<file path="src/hdl/rtv_pkg.sv">
package rtv_pkg;

    // ==========================================================
    // register word indices (byte address is four times these)
    localparam logic [3:0] RTV_IDX_CAL_YM = 4'h0;
    localparam logic [3:0] RTV_IDX_ALM_SEC = 4'h1;
    localparam logic [3:0] RTV_IDX_ALM_HM = 4'h2;
    localparam logic [3:0] RTV_IDX_ALM_DW = 4'h3;
    localparam logic [3:0] RTV_IDX_ALM_YM = 4'h4;
    localparam logic [3:0] RTV_IDX_TS_SEC = 4'h5;
    localparam logic [3:0] RTV_IDX_TS_HM = 4'h6;
    localparam logic [3:0] RTV_IDX_CTRL = 4'h7;
    localparam logic [3:0] RTV_IDX_STAT = 4'h8;
    localparam logic [3:0] RTV_IDX_IMASK = 4'h9;

    // ==========================================================
    // implemented-bit masks of the value registers
    localparam logic [15:0] RTV_MASK_YM = 16'hFF1F;
    localparam logic [15:0] RTV_MASK_SEC = 16'h7F00;
    localparam logic [15:0] RTV_MASK_HM = 16'h3F7F;
    localparam logic [15:0] RTV_MASK_DW = 16'h3F07;
    localparam logic [15:0] RTV_MASK_FULL = 16'hFFFF;
    localparam logic [15:0] RTV_MASK_CTRL = 16'h8F01;
    localparam logic [15:0] RTV_MASK_STAT = 16'h0028;

    // ==========================================================
    // field positions
    localparam int RTV_YR_TENS_LSB = 12;
    localparam int RTV_YR_UNITS_LSB = 8;
    localparam int RTV_MTH_TENS_BIT = 4;
    localparam int RTV_MTH_UNITS_LSB = 0;
    localparam int RTV_HI_TENS_LSB = 12;
    localparam int RTV_HI_UNITS_LSB = 8;
    localparam int RTV_LO_TENS_LSB = 4;
    localparam int RTV_LO_UNITS_LSB = 0;
    localparam int RTV_WEEKDAY_VALUE_LSB = 0;

    // control register fields
    localparam int RTV_CTRL_STAMP_EN = 0;
    localparam int RTV_CTRL_SOFT_STAMP = 1;
    localparam int RTV_CTRL_MATCH_LSB = 8;
    localparam int RTV_CTRL_ALARM_EN = 15;

    // status / interrupt mask fields
    localparam int RTV_STAT_STAMP = 3;
    localparam int RTV_STAT_ALARM = 5;

    // ==========================================================
    // reset values
    localparam logic [15:0] RTV_RST_ZERO = 16'h0000;
    localparam logic [3:0] RTV_RST_YR_TENS = 4'h0;
    localparam logic [31:0] RTV_RST_RDATA = 32'h0000_0000;

    // ==========================================================
    // alarm match selections
    typedef enum logic [3:0] {
        RTV_MS_HALF_SEC = 4'b0000,
        RTV_MS_SECOND = 4'b0001,
        RTV_MS_TEN_SEC = 4'b0010,
        RTV_MS_MINUTE = 4'b0011,
        RTV_MS_TEN_MIN = 4'b0100,
        RTV_MS_HOUR = 4'b0101,
        RTV_MS_DAY = 4'b0110,
        RTV_MS_WEEK = 4'b0111,
        RTV_MS_MONTH = 4'b1000,
        RTV_MS_YEAR = 4'b1001
    } rtv_match_t;

endpackage

</file>
<file path="src/hdl/rtv_value_regs.sv">
// Decided for this implementation: the placing of the registers and the Avalon-MM register port.
`timescale 1ns/1ps

// Contract
// - the year is stored as two bcd digits, tens in bits 15-12 and units in bits 11-8.
// - the month tens digit is one bit at position 4 and can only be zero or one.
// - the month units digit is a four-bit bcd value in bits 3-0.
// - seconds hold tens in bits 14-12 (0 to 5) and units in bits 11-8 (0 to 9).
// - hours hold tens in bits 13-12 (0 to 2) and units in bits 11-8 (0 to 9).
// - minutes hold tens in bits 6-4 (0 to 5) and units in bits 3-0.
// - the alarm day of month holds tens in bits 13-12 (0 to 3) and units in bits 11-8.
// - the alarm weekday is a three-bit value in bits 2-0, from 0 to 6.
// - unimplemented bits read as zero and ignore writes.
// - while stamping is disabled, all sixteen stamp bits are storage that survives non-power-on resets.
// - the alarm fires when the digits chosen by the match select equal the alarm registers.
// - software may trigger a stamp; captured values are valid once the stamp flag reads set.
module rtv_value_regs
    import rtv_pkg::*;
(
    // clock and resets
    input wire logic ref_clk,
    input wire logic rst,
    input wire logic external_reset_pin,
    input wire logic watchdog_reset,
    // avalon-mm slave
    input wire logic [3:0] address,
    input wire logic read,
    input wire logic write,
    input wire logic [31:0] writedata,
    input wire logic [3:0] byteenable,
    output logic [31:0] readdata,
    output logic waitrequest,
    // live clock digits from the counter chain
    input wire logic half_sec_tick,
    input wire logic second_half,
    input wire logic [6:0] live_seconds,
    input wire logic [6:0] live_minutes,
    input wire logic [5:0] live_hours,
    input wire logic [5:0] live_day,
    input wire logic [2:0] weekday_value,
    // events
    input wire logic stamp_event_in,
    output logic alarm_pulse,
    output logic irq
);
    import rtv_pkg::*;

    // ==========================================================
    // state
    typedef struct packed {
        logic [15:0] cal_ym;
        logic [15:0] alm_sec;
        logic [15:0] alm_hm;
        logic [15:0] alm_dw;
        logic [15:0] alm_ym;
        logic [15:0] ts_sec;
        logic [15:0] ts_hm;
        logic [15:0] ctrl;
        logic [15:0] stat;
        logic [15:0] imask;
        logic [31:0] rdata;
        logic wait_n;
        logic alarm;
        logic irq;
    } rtv_state_t;

    rtv_state_t state_q;
    rtv_state_t state_d;

    // ==========================================================
    // helpers

    // merge the two low byte lanes into a register, then drop unimplemented bits
    function automatic logic [15:0] rtv_merge(
        input logic [15:0] old,
        input logic [31:0] data,
        input logic [3:0] be,
        input logic [15:0] mask
    );
        logic [15:0] v;
        v = old;
        if (be[0])
        begin
            v[7:0] = data[7:0];
        end
        if (be[1])
        begin
            v[15:8] = data[15:8];
        end
        return v & mask;
    endfunction

    // high-byte digit pair (tens at 15-12 / 13-12 / 14-12, units at 11-8)
    function automatic logic [7:0] rtv_hi_pair(input logic [15:0] r);
        return r[15:8];
    endfunction

    // ==========================================================
    // decode and alarm match
    logic req;
    logic commit;
    logic stamp_en;
    logic [3:0] match_sel;
    logic sec_eq;
    logic sec_units_eq;
    logic min_eq;
    logic min_units_eq;
    logic hr_eq;
    logic weekday_value_eq;
    logic day_eq;
    logic mth_eq;
    logic digits_hit;
    logic alarm_hit;
    logic soft_stamp;
    logic stamp_hit;
    logic [15:0] live_sec_word;
    logic [15:0] live_hm_word;
    logic [15:0] ts_mask;
    logic [15:0] rd_word;
    logic [15:0] stat_w1c;

    always_comb
    begin
        req = read | write;
        // first edge of a request answers, second edge (waitrequest low) commits
        commit = req & ~state_q.wait_n;
        stamp_en = state_q.ctrl[RTV_CTRL_STAMP_EN];
        match_sel = state_q.ctrl[RTV_CTRL_MATCH_LSB +: 4];
        // live digits packed into the register layout
        live_sec_word = {1'b0, live_seconds, 8'h00};
        live_hm_word = {2'b00, live_hours, 1'b0, live_minutes};
        // stamp registers are plain storage while capture is off
        ts_mask = stamp_en ? RTV_MASK_HM : RTV_MASK_FULL;
    end

    always_comb
    begin
        sec_units_eq = live_seconds[3:0] == state_q.alm_sec[RTV_HI_UNITS_LSB +: 4];
        sec_eq = {1'b0, live_seconds} == rtv_hi_pair(state_q.alm_sec);
        min_units_eq = live_minutes[3:0] == state_q.alm_hm[RTV_LO_UNITS_LSB +: 4];
        min_eq = live_minutes == state_q.alm_hm[6:0];
        hr_eq = {2'b00, live_hours} == rtv_hi_pair(state_q.alm_hm);
        weekday_value_eq = weekday_value == state_q.alm_dw[RTV_WEEKDAY_VALUE_LSB +: 3];
        day_eq = {2'b00, live_day} == rtv_hi_pair(state_q.alm_dw);
        mth_eq = state_q.cal_ym[4:0] == state_q.alm_ym[4:0];
        // each wider selection adds digits on top of the one before, but month compares the day of month instead of the weekday
        case (match_sel)
            RTV_MS_SECOND: digits_hit = 1'b1;
            RTV_MS_TEN_SEC: digits_hit = sec_units_eq;
            RTV_MS_MINUTE: digits_hit = sec_eq;
            RTV_MS_TEN_MIN: digits_hit = sec_eq & min_units_eq;
            RTV_MS_HOUR: digits_hit = sec_eq & min_eq;
            RTV_MS_DAY: digits_hit = sec_eq & min_eq & hr_eq;
            RTV_MS_WEEK: digits_hit = sec_eq & min_eq & hr_eq & weekday_value_eq;
            RTV_MS_MONTH: digits_hit = sec_eq & min_eq & hr_eq & day_eq;
            RTV_MS_YEAR: digits_hit = sec_eq & min_eq & hr_eq & day_eq & mth_eq;
            default: digits_hit = 1'b0;
        endcase
        // whole-second selections fire only at the start of a second
        if (match_sel == RTV_MS_HALF_SEC)
        begin
            alarm_hit = half_sec_tick;
        end
        else
        begin
            alarm_hit = half_sec_tick & ~second_half & digits_hit;
        end
        alarm_hit = alarm_hit & state_q.ctrl[RTV_CTRL_ALARM_EN];
    end

    // ==========================================================
    // stamp trigger and read mux
    always_comb
    begin
        soft_stamp = 1'b0;
        if (commit && write && address == RTV_IDX_CTRL && byteenable[0])
        begin
            soft_stamp = writedata[RTV_CTRL_SOFT_STAMP];
        end
        stamp_hit = stamp_en & (stamp_event_in | soft_stamp);
        stat_w1c = RTV_RST_ZERO;
        if (commit && write && address == RTV_IDX_STAT)
        begin
            stat_w1c = rtv_merge(RTV_RST_ZERO, writedata, byteenable, RTV_MASK_STAT);
        end
        // only implemented bits are ever stored, so reads return zeros elsewhere
        if (address == RTV_IDX_CAL_YM)
        begin
            rd_word = state_q.cal_ym;
        end
        else if (address == RTV_IDX_ALM_SEC)
        begin
            rd_word = state_q.alm_sec;
        end
        else if (address == RTV_IDX_ALM_HM)
        begin
            rd_word = state_q.alm_hm;
        end
        else if (address == RTV_IDX_ALM_DW)
        begin
            rd_word = state_q.alm_dw;
        end
        else if (address == RTV_IDX_ALM_YM)
        begin
            rd_word = state_q.alm_ym;
        end
        else if (address == RTV_IDX_TS_SEC)
        begin
            rd_word = state_q.ts_sec;
        end
        else if (address == RTV_IDX_TS_HM)
        begin
            rd_word = state_q.ts_hm;
        end
        else if (address == RTV_IDX_CTRL)
        begin
            rd_word = state_q.ctrl;
        end
        else if (address == RTV_IDX_STAT)
        begin
            rd_word = state_q.stat;
        end
        else if (address == RTV_IDX_IMASK)
        begin
            rd_word = state_q.imask;
        end
        else
        begin
            rd_word = RTV_RST_ZERO;
        end
    end

    // ==========================================================
    // next state
    always_comb
    begin
        state_d = state_q;
        state_d.alarm = alarm_hit;

        // bus handshake: waitrequest drops for one cycle after the request is seen
        if (req && state_q.wait_n)
        begin
            state_d.wait_n = 1'b0;
            state_d.rdata = read ? {16'h0000, rd_word} : RTV_RST_RDATA;
        end
        else
        begin
            state_d.wait_n = 1'b1;
        end

        if (commit && write)
        begin
            if (address == RTV_IDX_CAL_YM)
            begin
                state_d.cal_ym = rtv_merge(state_q.cal_ym, writedata, byteenable, RTV_MASK_YM);
            end
            else if (address == RTV_IDX_ALM_SEC)
            begin
                state_d.alm_sec = rtv_merge(state_q.alm_sec, writedata, byteenable, RTV_MASK_SEC);
            end
            else if (address == RTV_IDX_ALM_HM)
            begin
                state_d.alm_hm = rtv_merge(state_q.alm_hm, writedata, byteenable, RTV_MASK_HM);
            end
            else if (address == RTV_IDX_ALM_DW)
            begin
                state_d.alm_dw = rtv_merge(state_q.alm_dw, writedata, byteenable, RTV_MASK_DW);
            end
            else if (address == RTV_IDX_ALM_YM)
            begin
                state_d.alm_ym = rtv_merge(state_q.alm_ym, writedata, byteenable, RTV_MASK_YM);
            end
            else if (address == RTV_IDX_TS_SEC)
            begin
                state_d.ts_sec = rtv_merge(state_q.ts_sec, writedata, byteenable,
                                           stamp_en ? RTV_MASK_SEC : RTV_MASK_FULL);
            end
            else if (address == RTV_IDX_TS_HM)
            begin
                state_d.ts_hm = rtv_merge(state_q.ts_hm, writedata, byteenable, ts_mask);
            end
            else if (address == RTV_IDX_CTRL)
            begin
                // the soft stamp bit is a strobe and never stored
                state_d.ctrl = rtv_merge(state_q.ctrl, writedata, byteenable, RTV_MASK_CTRL);
            end
            else if (address == RTV_IDX_IMASK)
            begin
                state_d.imask = rtv_merge(state_q.imask, writedata, byteenable, RTV_MASK_STAT);
            end
        end

        // a hardware capture in the same cycle as a bus write wins
        if (stamp_hit)
        begin
            state_d.ts_sec = live_sec_word & RTV_MASK_SEC;
            state_d.ts_hm = live_hm_word & RTV_MASK_HM;
        end

        // sticky flags: set beats write-one-to-clear
        state_d.stat = (state_q.stat & ~stat_w1c) & RTV_MASK_STAT;
        if (stamp_hit)
        begin
            state_d.stat[RTV_STAT_STAMP] = 1'b1;
        end
        if (alarm_hit)
        begin
            state_d.stat[RTV_STAT_ALARM] = 1'b1;
        end
        state_d.irq = |(state_d.stat & state_d.imask);

        // non-power-on reset: alarm and control go back, stamps survive while disabled
        if (external_reset_pin || watchdog_reset)
        begin
            state_d.alm_sec = RTV_RST_ZERO;
            state_d.alm_hm = RTV_RST_ZERO;
            state_d.alm_dw = RTV_RST_ZERO;
            state_d.alm_ym = RTV_RST_ZERO;
            state_d.ctrl = RTV_RST_ZERO;
            state_d.stat = RTV_RST_ZERO;
            state_d.imask = RTV_RST_ZERO;
            state_d.rdata = RTV_RST_RDATA;
            state_d.wait_n = 1'b1;
            state_d.alarm = 1'b0;
            state_d.irq = 1'b0;
            if (stamp_en)
            begin
                state_d.ts_sec = RTV_RST_ZERO;
                state_d.ts_hm = RTV_RST_ZERO;
            end
            else
            begin
                state_d.ts_sec = state_q.ts_sec;
                state_d.ts_hm = state_q.ts_hm;
            end
        end

        // power-on reset clears everything except the live year units and month
        if (rst)
        begin
            // unimplemented bits are forced low even though the digits stay unloaded
            state_d.cal_ym = state_q.cal_ym & RTV_MASK_YM;
            state_d.cal_ym[RTV_YR_TENS_LSB +: 4] = RTV_RST_YR_TENS;
            state_d.alm_sec = RTV_RST_ZERO;
            state_d.alm_hm = RTV_RST_ZERO;
            state_d.alm_dw = RTV_RST_ZERO;
            state_d.alm_ym = RTV_RST_ZERO;
            state_d.ts_sec = RTV_RST_ZERO;
            state_d.ts_hm = RTV_RST_ZERO;
            state_d.ctrl = RTV_RST_ZERO;
            state_d.stat = RTV_RST_ZERO;
            state_d.imask = RTV_RST_ZERO;
            state_d.rdata = RTV_RST_RDATA;
            state_d.wait_n = 1'b1;
            state_d.alarm = 1'b0;
            state_d.irq = 1'b0;
        end
    end

    // ==========================================================
    // registers
    always_ff @(posedge ref_clk)
    begin
        state_q <= state_d;
    end

    // ==========================================================
    // outputs, straight from the state flops
    assign readdata = state_q.rdata;
    assign waitrequest = state_q.wait_n;
    assign alarm_pulse = state_q.alarm;
    assign irq = state_q.irq;

endmodule // rtv_value_regs

</file>
<file path="config.mk">
export PLATFORM = sky130hd
export DESIGN_NAME = rtv_value_regs
export DESIGN_NICKNAME = d
export VERILOG_FILES = /design/src/hdl/rtv_pkg.sv /design/src/hdl/rtv_value_regs.sv
export SDC_FILE = /design/constraint.sdc
export NUM_CORES = 1
export LEC_CHECK = 0
export ABC_AREA = 1
export BUFFER_PORTS_ARGS = -buffer_cell sky130_fd_sc_hd__buf_2
export CAP_MARGIN = 5
export CORE_ASPECT_RATIO = 1.25
export CORE_MARGIN = 4
export CORE_UTILIZATION = 30
export CTS_BUF_LIST = sky130_fd_sc_hd__clkbuf_8 sky130_fd_sc_hd__clkbuf_16
export DETAILED_ROUTE_END_ITERATION = 6
export PLACE_DENSITY_LB_ADDON = 0.08
export SETUP_SLACK_MARGIN = 0.02
export SLEW_MARGIN = 20
export SYNTH_ARGS = -nofsm -noshare
export SYNTH_HDL_FRONTEND = slang
export SYNTH_SLANG_ARGS = --single-unit
</file>
<file path="constraint.sdc">
create_clock -name ref_clk -period 2.35 [get_ports ref_clk]
set_input_delay 0.235 -clock ref_clk [delete_from_list [all_inputs] [get_ports ref_clk]]
set_output_delay 0.235 -clock ref_clk [all_outputs]
set_load 0.05 [all_outputs]
</file>
Yosys cells after proc, flatten, opt, wreduce, memory -nomap -nowiden
Cells that the tools add are included.

word-level totals
  register bits = 160
  bits of input ports = 78

cells by class
  equal/unequal tests = 33
  mux-type cells = 83
  bitwise logic cells = 28
  reductions and logical operators = 27

operator list
  cell                                                                    number
  16-bit two-way mux                                                      27
  48-bit two-way mux                                                      6
  8-bit two-way mux                                                       35
  32-bit two-way mux                                                      4
  115-bit two-way mux                                                     1
  16-bit AND                                                              2
  4-bit by 3-bit equality test with 1-bit output (second input constant)  8
  10-bit AND reduction                                                    2
  6-bit two-way mux                                                       3
  3-bit by 2-bit != test with 1-bit output (second input constant)        6
  6-bit by 16-bit AND with 16-bit output                                  1
  4-bit by 2-bit equality test with 1-bit output (second input constant)  4
  4-bit equality test (second input constant)                             4
  16-bit OR reduction                                                     1
  7-bit equality test                                                     2
  7-bit AND reduction                                                     2
  6-bit equality test                                                     2
  4-bit AND reduction                                                     3
  6-bit AND reduction                                                     2
  1-bit AND                                                               11
  1-bit NOT                                                               10
  5-bit AND reduction                                                     2
  1-bit one-hot mux with 9 select lines                                   1
  9-bit AND reduction                                                     1
  16 further kinds                                                        31

Longest topological paths before layout
  depth in word-level cells = 20
  depth in mapped cells = 18
  gate-level depth less buffers = 18

Least setup slack after synthesis
Ideal clock, no wire load.

  path kind = register to register
  start = reg state_q, in the netlist waitrequest
  end = reg state_q[108] (netlist bit)
  library setup time = 0.070 ns
  data arrival time = 1.971 ns
  data required time = 2.280 ns
  setup slack = 0.308 ns
  cell stages (with the launch flop) = 14
  path buffers = 1
  clock period less this slack = 2.042 ns
  cell sequence = dfxtp_1 -> inv_1 -> nand2_1 -> nor2_2 -> nand2_1 -> o21ai_2 -> nand2_2 -> buf_6 -> nand2_1 -> nor2_1 -> nand2_1 -> a21oi_1 -> nand2_1 -> a21oi_1

on the way
  longest elaborated chain between the ends = 10

ends and longest elaborated chain
  what                                                                               RTL line                                      RTL
  start, declared                                                                    rtv_value_regs.sv:67                          rtv_state_t state_q;
  start signal, assigned                                                             rtv_value_regs.sv:364                         state_q <= state_d;
  1-bit NOT *                                                                        rtv_value_regs.sv:126                         commit = req & ~state_q.wait_n;
  1-bit AND *                                                                        rtv_value_regs.sv:126
  1-bit logical AND *                                                                rtv_value_regs.sv:176, rtv_value_regs.sv:251
  1-bit logical AND (2 in series)                                                    rtv_value_regs.sv:176                         if (commit && write && address == RTV_IDX_CTRL && byteenable[0])
  1-bit two-way mux                                                                  rtv_value_regs.sv:176
  1-bit OR                                                                           rtv_value_regs.sv:180                         stamp_hit = stamp_en & (stamp_event_in | soft_stamp);
  1-bit AND                                                                          rtv_value_regs.sv:180
  3-bit by 2-bit != test with 1-bit output (no source line) (tied with other cells)  n/a
  8-bit AND reduction (no source line) or 115-bit two-way mux (tied branches)        n/a

Every way passes the cells marked *; elsewhere a longest branch is shown, timed or not.
A chain may end at the register's enable or synchronous reset.

Final worst setup path
  start = reg state_q, in the netlist waitrequest
  end = reg state_q[87] (netlist bit)

on the way
  longest elaborated chain between the ends = 10

ends and longest elaborated chain
  what                                                                               RTL line
  1-bit NOT *                                                                        rtv_value_regs.sv:126
  1-bit AND *                                                                        rtv_value_regs.sv:126
  1-bit logical AND *                                                                rtv_value_regs.sv:176, rtv_value_regs.sv:251
  1-bit logical AND (2 in series)                                                    rtv_value_regs.sv:176
  1-bit two-way mux                                                                  rtv_value_regs.sv:176
  1-bit OR                                                                           rtv_value_regs.sv:180
  1-bit AND                                                                          rtv_value_regs.sv:180
  3-bit by 2-bit != test with 1-bit output (no source line) (tied with other cells)  n/a
  9-bit AND reduction (no source line) or 115-bit two-way mux (tied branches)        n/a

Marked as above.

==> summary.md <==
| Metric | Value |
|---|---|
| Status | finished clean |
| H-tree depth | 4 |
| Critical Path RT | 2660 ps |
| Final hold violation count | 0 |
| Commonest cells after routing, fill and taps aside | nand2_1 (219), inv_1 (144), nor2_1 (131) |
| Nature of the critical path startpoint | flop |
| Antenna cells | 0 |
| Unrepaired setup endpoints after global routing | false |
| Total vias in the final route | 6,567 |
| Crit path kind | flop to flop |
| Crit path DAT | 2370 ps |
| # DRC | 0 |
| Top Ports | 113 |
| Slowest CP cell | dfxtp_1 |
| Total track usage | 19.73% |
| Max Freq | 0.4871 GHz |
| Port Buffer Count | 78 |
| Area growth, synth to finish | 20.49% |
| Synth unique cells | 37 |
| Area of the core | 0.02221 mm² |
| Antenna-violating nets left | 0 |
| Synth Instances | 1,011 |
| Antenna violations before repair | 0 |
| Period Utilization, post-route | 87.35% |
| Worst-path maximum fanout | 14 |
| Hpwl dp | 19,530 µm |
| Global-route wire length before repair | 37,270 µm |
| CTS tree | done |
| Commonest non-fill, non-tap cell in the layout | nand2_1 |
| Synthesized area per cell | 6.705 µm² |
| Setup TNS | 0 ps |
| WL/cell | 17.51 µm |
| PwrDens | 676.3 mW/mm² |
| Clock skew | 6.902 ps |
| Largest net degree at the start of global routing | 30 |
| Max Cap Viol | 0 |
| Crit path top cell by count | nand2_1 |
| Slew of the pin with the lowest slew margin | 724.6 ps |
| Starting Density | 30.52% |
| Total power | 0.005524 W |
| Minimum clock period | 2053 ps |
| Drt pass-1 iters | 5 |
| Layout cells sized above 1 | 15.00% |
| Chip Height | 176.1 µm |
| Hold Path Class | input pin to flop |
| WL final | 24,570 µm |
| Largest buffer count on any clock path | 2 |
| Starting DRT DRC Count | 433 |
| NumNets Final | 1,185 |
| Clock slew seen by the registers of the worst setup and hold paths | 60 ps |
| CP peak stage delay | 330 ps |
| Yosys reg bits | 130 |
| Post-CTS Setup Repair Bufs | 0 |
| # setup viols final | 0 |
| Synth top area share | 35.73% |
| Final Util | 36.78% |
| Placement row count | 61 |
| Syn. warnings | 0 |
| Leading area contributor after synthesis | dfxtp_1 |
| Vias in the first global route | 6,338 |
| Post-synthesis sequential area ratio | 39.72% |
| GP Congestion | 0.8835 |
| Leakage | 3.577 nW |
| Root buf cell | clkbuf_16 |
| # hold bufs at CTS | 0 |
| Die area | 0.02508 mm² |
| Worst-Skew Late Latency | 420 ps |
| Final slew viol count | 0 |
| CTS Buf Count | 17 |
| Max-Slew Margin vs Limit | 51.64% |
| Crit. End Element | flop |
| Mapped Area | 0.006779 mm² |
| Worst path cell trace | inv_1 > nand2_1 > nor2_2 > nand2_1 > o21ai_2 > nand2_4 > nand2_1 > nor2_1 > inv_1 > o211ai_2 > o21ai_0 > nor2_1 |
| Main area contributors after synthesis | dfxtp_1 (36%), nand2_1 (12%), inv_1 (8.0%) |
| VDD IR max | 0.4676 mV |
| Vias per cell | 4.681 |
| Die X | 142.5 µm |
| Clock sink count | 130 |
| Grt ovf | 0 |
==> cell type report <==
type                    instances  area [µm²]
fillers                      2458       14040
multi-input cells             687        3227
flip-flops and latches        130        2693
repair buffers                122       733.2
inverters                     149       559.3
clock buffers                  18       439.2
well taps                     283       354.1
clock inverters                14       162.7
==> what timing repair did <==
action | CTS | global route
endpoints found under the setup margin | 0 | 13
resized for setup | 0 | 3
hold endpoints to repair | 0 | 0
==> logic make-up after synthesis <==
logic type,after synthesis,share of synthesized area [%]
AO/OA/AOI/OAI,238,19.75
XOR/XNOR,13,1.680
buffers and inverters,209,13.77
flip-flops,130,39.72
other,1,0.05532
AND/OR/NAND/NOR,420,25.03
==> synthesized netlist by cell type, drive strengths merged <==
cell type and number:
nand2 223, inv 145, nor2 140, dfxtp 121, o21ai 110, a21oi 76, nand3 44, buf 41
clkbuf 19, o22ai 14, o2111ai 11, o211ai 10, edfxtp 9, xnor2 8, a22oi 7, nor3 5
xor2 5, clkinv 4, nand4 4, a221oi 3, nor3b 3, a211oi 2, a31oi 2, o221ai 2
and3 1, conb 1, o211a 1
==> path summary, 6_finish.rpt <==
kind / start / endpoint / slack (ps) / cells after the start
min: writedata[4] / state_q[183] / 60 / 1
max reg2reg: waitrequest / state_q[87] / 300 / 12
min reg2reg: flop / flop / 450 / 2
max: waitrequest / state_q[87] / 300 / 12
==> routing by layer <==
metal  up-vias  global-route usage, %  share of wire [%]
li1       3413                      -                  -
met3        31                  2.655                3.8
met2       155                  32.03                 47
met1      2968                  26.91                 47
met4         0                  6.775                2.3
met5         -                      0                  0
==> stage by stage <==
step | hold slack, ps | std cells | cell area, µm² | setup slack, ps
5_1_grt | 43.38 | 1403 | 8168 | 80.60
3_5_place_dp | 444.9 | 1371 | 7556 | 78.04
2_1_floorplan | 333.9 | 1026 | 6835 | 308.4
4_1_cts | 42.01 | 1403 | 8158 | 171.2
6_report | 60.24 | 1403 | 8168 | 297.2
3_3_place_gp | 441.3 | 1371 | 7556 | 97.25
==> where the power goes <==
| group | total [W] | switching [W] | internal (W) | leakage (nW) |
|---|---|---|---|---|
| logic | 0.000500 | 0.000357 | 0.000143 | 2.24 |
| registers | 0.00226 | 0.0000112 | 0.00225 | 1.06 |
| clock network | 0.00276 | 0.00107 | 0.00169 | 0.281 |
| total | 0.00552 | 0.00144 | 0.00408 | 3.58 |
==> worst max-delay path: cells and delay by family, from the launching register on <==
family	cells	cell delay, ps
AND/OR/NAND/NOR	7	740
AO/OA/AOI/OAI	3	700
flip-flops	1	330
buffers and inverters	2	160
Power figures use the tool's default switching activity.
